**config.mk**
```make
export PLATFORM = sky130hd
export DESIGN_NAME = sram_host
export DESIGN_NICKNAME = d
export VERILOG_FILES = /design/src/hw/sram_host_pkg.sv /design/src/hw/sram_host.sv
export SDC_FILE = /design/constraint.sdc
export NUM_CORES = 1
export LEC_CHECK = 0
export ABC_CLOCK_PERIOD_IN_PS = 2500
export BUFFER_PORTS_ARGS = -buffer_cell sky130_fd_sc_hd__buf_2
export CORE_MARGIN = 1.5
export CORE_UTILIZATION = 34
export CTS_CLUSTER_DIAMETER = 80
export CTS_CLUSTER_SIZE = 12
export DETAILED_ROUTE_END_ITERATION = 7
export PLACE_DENSITY = 0.56
export SYNTH_ARGS = -nofsm -noshare
export SYNTH_HDL_FRONTEND = slang
export SYNTH_SLANG_ARGS = --single-unit
```
**constraint.sdc**
```tcl
create_clock -name clk_in -period 2.5 [get_ports clk_in]
set_input_delay 0.125 -clock clk_in [delete_from_list [all_inputs] [get_ports clk_in]]
set_output_delay 0.125 -clock clk_in [all_outputs]
set_load 0.1 [all_outputs]
```
**src/hw/sram_host_pkg.sv**
```systemverilog
// package: pin bundles, commands and timing counts for the latched static ram host
package sram_host_pkg;
	localparam int ADDR_W = 10;
	localparam int DATA_W = 8;
	localparam int DEPTH = 1024;
	localparam int CLK_PERIOD_NS = 100;
	// pin timings in ns
	localparam int ADDR_SETUP_NS = 10;
	localparam int ADDR_HOLD_NS = 50;
	localparam int CE_LOW_NS = 240;
	localparam int MIN_HIGH_TIM_NS = 150;
	localparam int MIN_WR_PULS_NS = 100;
	localparam int ACCESS_NS = 250;
	localparam int DATA_SETUP_NS = 100;
	// least times round up to whole cycles, so a zero time gives zero cycles; access time gets one cycle more
	localparam int ADDR_SETUP_CYC = (ADDR_SETUP_NS + CLK_PERIOD_NS - 1) / CLK_PERIOD_NS;
	localparam int ADDR_HOLD_CYC = (ADDR_HOLD_NS + CLK_PERIOD_NS - 1) / CLK_PERIOD_NS;
	localparam int CE_LOW_CYC = (CE_LOW_NS + CLK_PERIOD_NS - 1) / CLK_PERIOD_NS;
	localparam int MIN_HIGH_TIM_CYC = (MIN_HIGH_TIM_NS + CLK_PERIOD_NS - 1) / CLK_PERIOD_NS;
	localparam int MIN_WR_PULS_CYC = (MIN_WR_PULS_NS + CLK_PERIOD_NS - 1) / CLK_PERIOD_NS;
	localparam int ACCESS_CYC = (ACCESS_NS + CLK_PERIOD_NS - 1) / CLK_PERIOD_NS + 1;
	localparam int DATA_SETUP_CYC = (DATA_SETUP_NS + CLK_PERIOD_NS - 1) / CLK_PERIOD_NS;
	localparam int CNT_W = 4;

	typedef enum logic [1:0] {
		CMD_READ,
		CMD_WRITE,
		CMD_READ_WRITE
	} cmd_type;

	typedef struct packed {
		cmd_type cmd;
		logic [ADDR_W-1:0] addr;
		logic [DATA_W-1:0] wdata;
	} req_type;

	// pins driven toward the memory
	typedef struct packed {
		logic chip_en_n;
		logic wr_en_n;
		logic out_en_n;
		logic strap;
		logic [ADDR_W-1:0] addr;
		logic [DATA_W-1:0] dq;
		logic dq_oe_n;
	} pins_type;
endpackage

```
**src/hw/sram_host.sv**
```systemverilog
// host controller that runs read, write and read-write cycles on the latched static ram
`timescale 1ns/1ns
module sram_host
	import sram_host_pkg::*;
(
	input wire logic clk_in, // 10 MHz clock
	input wire logic resetn_in, // synchronous reset, active low
	input wire logic strap_in, // variant select level for the strap pin
	input wire logic retain_in, // hold memory in data retention
	input wire logic power_good_in, // supply at operating level
	input wire sram_host_pkg::req_type req_in, // request: command, address, data
	input wire logic req_valid_in, // request offered
	output logic req_ready_out, // request taken this cycle
	output logic [sram_host_pkg::DATA_W-1:0] rdata_out, // read data
	output logic rdata_valid_out, // read data pulse
	output logic done_out, // cycle finished pulse
	output sram_host_pkg::pins_type pins_out, // pins toward memory
	input wire logic [sram_host_pkg::DATA_W-1:0] dq_in // data pins from memory
);
	import sram_host_pkg::*;

	// ********************************************************
	// state
	// ********************************************************
	typedef enum logic [2:0] {
		ST_RECOVER,
		ST_IDLE,
		ST_SETUP,
		ST_HOLD,
		ST_READ,
		ST_WRITE,
		ST_HIGH
	} state_type;

	state_type state_reg, state_next;
	logic [CNT_W-1:0] cnt_reg, cnt_next;
	req_type req_reg, req_next;
	logic [DATA_W-1:0] rdata_reg, rdata_next;
	logic rvalid_reg, rvalid_next;
	logic done_reg, done_next;
	pins_type pins_reg, pins_next;

	// ready must also drop on lost supply, or idle would leave with a request taken
	assign req_ready_out = (state_reg == ST_IDLE) && !retain_in && power_good_in;
	assign rdata_out = rdata_reg;
	assign rdata_valid_out = rvalid_reg;
	assign done_out = done_reg;
	assign pins_out = pins_reg;

	// ********************************************************
	// sequencer
	// ********************************************************
	always_comb begin
		state_next = state_reg;
		cnt_next = cnt_reg;
		req_next = req_reg;
		rdata_next = rdata_reg;
		rvalid_next = 1'b0;
		done_next = 1'b0;
		pins_next = pins_reg;
		pins_next.strap = strap_in;
		case (state_reg)
			ST_RECOVER: begin
				// chip enable and output enable held high, bus released
				pins_next.chip_en_n = 1'b1;
				pins_next.out_en_n = 1'b1;
				pins_next.wr_en_n = 1'b1;
				pins_next.dq_oe_n = 1'b1;
				if (!power_good_in || retain_in) begin
					cnt_next = '0;
				end else if (cnt_reg >= CNT_W'(MIN_HIGH_TIM_CYC - 1)) begin
					state_next = ST_IDLE;
				end else begin
					cnt_next = cnt_reg + 1'b1;
				end
			end
			ST_IDLE: begin
				if (retain_in || !power_good_in) begin
					cnt_next = '0;
					state_next = ST_RECOVER;
				end else if (req_valid_in) begin
					req_next = req_in;
					pins_next.addr = req_in.addr;
					cnt_next = '0;
					state_next = ST_SETUP;
				end
			end
			ST_SETUP: begin
				// address stood one setup time; now drop chip enable
				if (cnt_reg >= CNT_W'(ADDR_SETUP_CYC - 1)) begin
					pins_next.chip_en_n = 1'b0;
					// pure write: write enable low with ce, output enable stays high
					if (req_reg.cmd == CMD_WRITE) begin
						pins_next.wr_en_n = 1'b0;
						pins_next.dq = req_reg.wdata;
						pins_next.dq_oe_n = 1'b0;
					end
					cnt_next = '0;
					state_next = ST_HOLD;
				end else begin
					cnt_next = cnt_reg + 1'b1;
				end
			end
			ST_HOLD: begin
				if (cnt_reg >= CNT_W'(ADDR_HOLD_CYC - 1)) begin
					cnt_next = '0;
					if (req_reg.cmd == CMD_WRITE) begin
						state_next = ST_WRITE;
					end else begin
						pins_next.out_en_n = 1'b0;
						state_next = ST_READ;
					end
				end else begin
					cnt_next = cnt_reg + 1'b1;
				end
			end
			ST_READ: begin
				if (cnt_reg >= CNT_W'(ACCESS_CYC - 1)) begin
					rdata_next = dq_in;
					rvalid_next = 1'b1;
					cnt_next = '0;
					if (req_reg.cmd == CMD_READ_WRITE) begin
						// stop the memory driving in the same cycle that ours goes on
						pins_next.out_en_n = 1'b1;
						pins_next.wr_en_n = 1'b0;
						pins_next.dq = req_reg.wdata;
						pins_next.dq_oe_n = 1'b0;
						state_next = ST_WRITE;
					end else begin
						pins_next.chip_en_n = 1'b1;
						pins_next.out_en_n = 1'b1;
						state_next = ST_HIGH;
					end
				end else begin
					cnt_next = cnt_reg + 1'b1;
				end
			end
			ST_WRITE: begin
				// ce rises with write enable still low, so ce commits the data
				if (cnt_reg >= CNT_W'(CE_LOW_CYC - 1) &&
				    cnt_reg >= CNT_W'(MIN_WR_PULS_CYC - 1) &&
				    cnt_reg >= CNT_W'(DATA_SETUP_CYC - 1)) begin
					pins_next.chip_en_n = 1'b1;
					cnt_next = '0;
					state_next = ST_HIGH;
				end else begin
					cnt_next = cnt_reg + 1'b1;
				end
			end
			ST_HIGH: begin
				// data held one cycle past ce rise, then released
				pins_next.wr_en_n = 1'b1;
				pins_next.dq_oe_n = 1'b1;
				if (cnt_reg >= CNT_W'(MIN_HIGH_TIM_CYC - 1)) begin
					done_next = 1'b1;
					cnt_next = '0;
					state_next = ST_IDLE;
				end else begin
					cnt_next = cnt_reg + 1'b1;
				end
			end
			default: begin
				state_next = ST_RECOVER;
				cnt_next = '0;
			end
		endcase
	end

	always_ff @(posedge clk_in) begin
		if (!resetn_in) begin
			state_reg <= ST_RECOVER;
			cnt_reg <= '0;
			req_reg <= '0;
			rdata_reg <= '0;
			rvalid_reg <= 1'b0;
			done_reg <= 1'b0;
			pins_reg <= '{chip_en_n: 1'b1, wr_en_n: 1'b1, out_en_n: 1'b1, strap: 1'b0,
				addr: '0, dq: '0, dq_oe_n: 1'b1};
		end else begin
			state_reg <= state_next;
			cnt_reg <= cnt_next;
			req_reg <= req_next;
			rdata_reg <= rdata_next;
			rvalid_reg <= rvalid_next;
			done_reg <= done_next;
			pins_reg <= pins_next;
		end
	end

	// ********************************************************
	// checks
	// ********************************************************
	logic [CNT_W-1:0] high_cnt_reg;
	always_ff @(posedge clk_in) begin
		if (!resetn_in) begin
			high_cnt_reg <= '0;
		end else if (pins_reg.chip_en_n) begin
			high_cnt_reg <= (high_cnt_reg == '1) ? high_cnt_reg : high_cnt_reg + 1'b1;
		end else begin
			high_cnt_reg <= '0;
		end
	end

	ce_high_time_a: assert property (@(posedge clk_in) disable iff (!resetn_in)
		$fell(pins_reg.chip_en_n) |-> high_cnt_reg >= CNT_W'(MIN_HIGH_TIM_CYC))
		else $error("chip enable high time too short");
	addr_stable_a: assert property (@(posedge clk_in) disable iff (!resetn_in)
		$fell(pins_reg.chip_en_n) |-> $stable(pins_reg.addr) ##1 $stable(pins_reg.addr))
		else $error("address moved around chip enable fall");
	no_collide_a: assert property (@(posedge clk_in) disable iff (!resetn_in)
		!(pins_reg.dq_oe_n == 1'b0 && pins_reg.out_en_n == 1'b0 && !pins_reg.chip_en_n))
		else $error("host drives bus while memory output enabled");
	read_we_high_a: assert property (@(posedge clk_in) disable iff (!resetn_in)
		!pins_reg.out_en_n |-> pins_reg.wr_en_n)
		else $error("write enable low during read");
	write_oe_high_a: assert property (@(posedge clk_in) disable iff (!resetn_in)
		!pins_reg.wr_en_n |-> pins_reg.out_en_n)
		else $error("output enable low during write");
	ce_commit_a: assert property (@(posedge clk_in) disable iff (!resetn_in)
		$rose(pins_reg.chip_en_n) && !pins_reg.wr_en_n |-> $stable(pins_reg.dq) && !pins_reg.dq_oe_n)
		else $error("write data not held at chip enable rise");
	wr_pulse_a: assert property (@(posedge clk_in) disable iff (!resetn_in)
		$fell(pins_reg.wr_en_n) |-> !pins_reg.wr_en_n [*2])
		else $error("write pulse too short");
	retain_ce_a: assert property (@(posedge clk_in) disable iff (!resetn_in)
		retain_in && state_reg == ST_RECOVER |=> pins_reg.chip_en_n && pins_reg.out_en_n)
		else $error("enables not high in retention");
endmodule

```
==> summary.txt <==
Run status
  – Run status: finished clean

Critical path
  – CP max stage delay: 0.69 ns
  – Worst path slowest cell: nor2_1
  – CP Launch Type: flip-flop
  – Worst setup path endpoint: pins_out[1]
  – Critical Path End Type: flip-flop
  – R2R setup slack: 0.49 ns
  – Reg-to-Reg Start: cnt_reg[1]
  – R2r endpoint: pins_out[1]
  – Crit-path max FO: 16
  – Worst endpoint required time: 2.66 ns
  – CP startpoint: cnt_reg[1]
  – Worst path cell trace: ha_1, or3_1, a32oi_1, nor2_1, o21ai_0
  – Crit path DAT: 2.16 ns
  – R2R cell count: 5
  – Setup CP Type: reg -> reg

Cells and area
  – Commonest non-fill, non-tap cell in the layout: buf_2
  – Final core occ: 0.439
  – Nets: 362
  – # diodes: 0
  – Fin area: 2610 µm²
  – Ratio of cells with drive above 1 in the final layout: 0.262
  – Layout area overhead: 23.8%
  – Most frequent cells in the layout: buf_2, nand2_1, dfxtp_1
  – Max FFs per register: 22

Route
  – DRT Wirelength: 4870 µm
  – DR WL/cell: 12.2 µm
  – First drt pass iteration count: 6
  – DRT iter0 DRCs: 106
  – DR vias/cell: 4.83
  – DR vias: 1,932
  – Antenna Nets Post-Route: 0
  – Drc violations: 0

Logic synthesis
  – Avg Inst Size Synth: 8.12 µm²
  – Post-synthesis mux area share: 0.0521
  – Main combinational cell family by area after synthesis: simple AND/OR/NAND/NOR gates
  – #FFs+latches synth: 49
  – Register area share after synthesis: 0.464
  – Simple-gate portion of the synthesized area: 0.254
  – Unique masters post-synth: 38
  – Yosys Warn Count: 0
  – Syn Inst Count: 260
  – Compound-cell area share of the yosys netlist: 0.163
  – Mapped cell area: 2110 µm²
  – Main synth FF type: dfxtp_1
  – Synth Net Count: 298
  – Synth Area in XOR/XNOR: 0
  – Synth async-reset ratio: 0
  – Adder-cell share of the synthesized area: 0.0237
  – EDFF count, synth: 0

Place
  – Pre-CTS setup slack: 0.451 ns
  – Post-Place Cell Area: 2530 µm²
  – Post-DP HPWL: 3430 µm
  – # port buffers: 67
  – GP Congestion: 0.783

Floorplanning
  – Total Die Area: 6690 µm²
  – Core footprint: 5960 µm²
  – Site row count: 28
  – Ports: 68
  – Die X: 81.8 µm
  – Initial Utilization: 0.355
  – Die height: 81.8 µm

CTS
  – Clock Tree Buf Depth: 2
  – Hold_buf cts: 0
  – Clk sinks: 49
  – Clk_lat worst skew: 0.30 ns
  – Root Driver: clkbuf_8
  – Setup Fix Bufs, Post-CTS: 0
  – CTS tree: built
  – Post-CTS Resized: 0
  – CTS H-tree lvls: 2
  – TritonCTS Buffers: 5
  – Clock transition at path regs: 0.09 ns

STA
  – Hold_ws: 0.0240 ns
  – Setup violations, final: 0
  – Slew HR: 0.400
  – Post-route setup slack: 0.493 ns
  – Setup Skew: 0.00642 ns
  – Fmax achieved: 498 MHz
  – Final hold violation count: 0
  – Unrepaired setup endpoints after global routing: no
  – Shortest period the worst path allows: 2.01 ns
  – Setup TNS Final: 0 ns
  – Final max-slew violation count: 0
  – Fin crit share: 0.803
  – Worst Tran Pin Value: 0.897 ns

Global route
  – Total GRT Usage: 0.155
  – Vias in the first global route: 1,740
  – First-pass GRT wire length: 7960 µm
  – Antenna violations before repair: 0
  – Grt ovf: 0
  – Largest net degree at the start of global routing: 33

Pwr
  – Peak VDD IR: 0.274 mV
  – P per Cell Area: 513 nW/µm²
  – Leak: 1.13 nW

Worst hold path
  – HP Class: in -> reg
  – Min-delay src: strap_in

Run
  – Max cap viols: 0
[how the worst min path moves through the flow]
stage          depth (start not counted)  slack, ns      endpoint
2_1_floorplan                          1       0.25  pins_out[19]
3_3_place_gp                           2       0.33  pins_out[19]
3_5_place_dp                           2       0.34  pins_out[19]
4_1_cts                                2       0.02  pins_out[19]
5_1_grt                                2       0.02  pins_out[19]
6_report                               2       0.02  pins_out[19]
[stage by stage]
step | cells | power, mW
2_1_floorplan | 260 | 0.846
3_3_place_gp | 392 | 0.886
3_5_place_dp | 392 | 0.886
4_1_cts | 400 | 1.36
5_1_grt | 400 | 1.40
6_report | 400 | 1.34
[synthesized netlist by cell type, types with 2 or more instances]
cell      count  share of area
nand2_1      58           0.10
dfxtp_1      49           0.46
a21oi_1      28          0.066
nor2_1       19          0.034
o21ai_0      14          0.033
mux2i_1      11          0.052
clkbuf_1      9          0.016
nand3_1       9          0.021
buf_2         7          0.017
o21ai_1       7          0.017
nor2b_1       6          0.018
nand2b_1      5          0.015
and2_1        4          0.012
ha_1          4          0.024
a32o_1        2         0.0095
inv_1         2         0.0036
nand3b_1      2         0.0071
nor3_1        2         0.0047
nor3b_1       2         0.0071
o211ai_1      2         0.0071
[worst max-delay path: cells and delay by family (launching register included)]
kind	cells	cell delay (ns)
AND/OR/NAND/NOR	2	0.88
flip-flops	1	0.41
AO/OA/AOI/OAI	2	0.33
adder cells (fa/ha/maj)	1	0.23
[area by class of cell]
cell class,count,area (µm²)
clock buffer,6,72.6
sequential,49,981
fill,617,3340
clock inverter,2,13.8
inverter,3,11.3
timing repair buffer,75,395
tap,75,93.8
multi-input combinational,190,1050
[metal layers]
metal  vias up  part of all wire  track usage  routed length, µm
met5         -                 0            0                  0
met2        48              0.46        0.254               2250
met3         8             0.062       0.0489                300
met4         0             0.012       0.0441                 57
met1       870              0.46        0.194               2260
li1       1006                 -            -                  -
[kinds of logic (layout without fill, tap and decap cells)]
group | Yosys count | count (layout)
AOI/OAI and AO/OA | 60 | 60
adders and majority gates | 4 | 4
buffers and inverters | 21 | 86
DFF | 49 | 49
muxes | 11 | 11
and+or+nand+nor | 115 | 115
[report_power, final]
group          leakage [nW]  switching [mW]  internal (mW)
sequential            0.395         0.00127          0.782
clock                0.0456           0.273          0.200
combinational         0.693          0.0507         0.0334
total                  1.13           0.325           1.02
(Power assumes the default switching activity.)
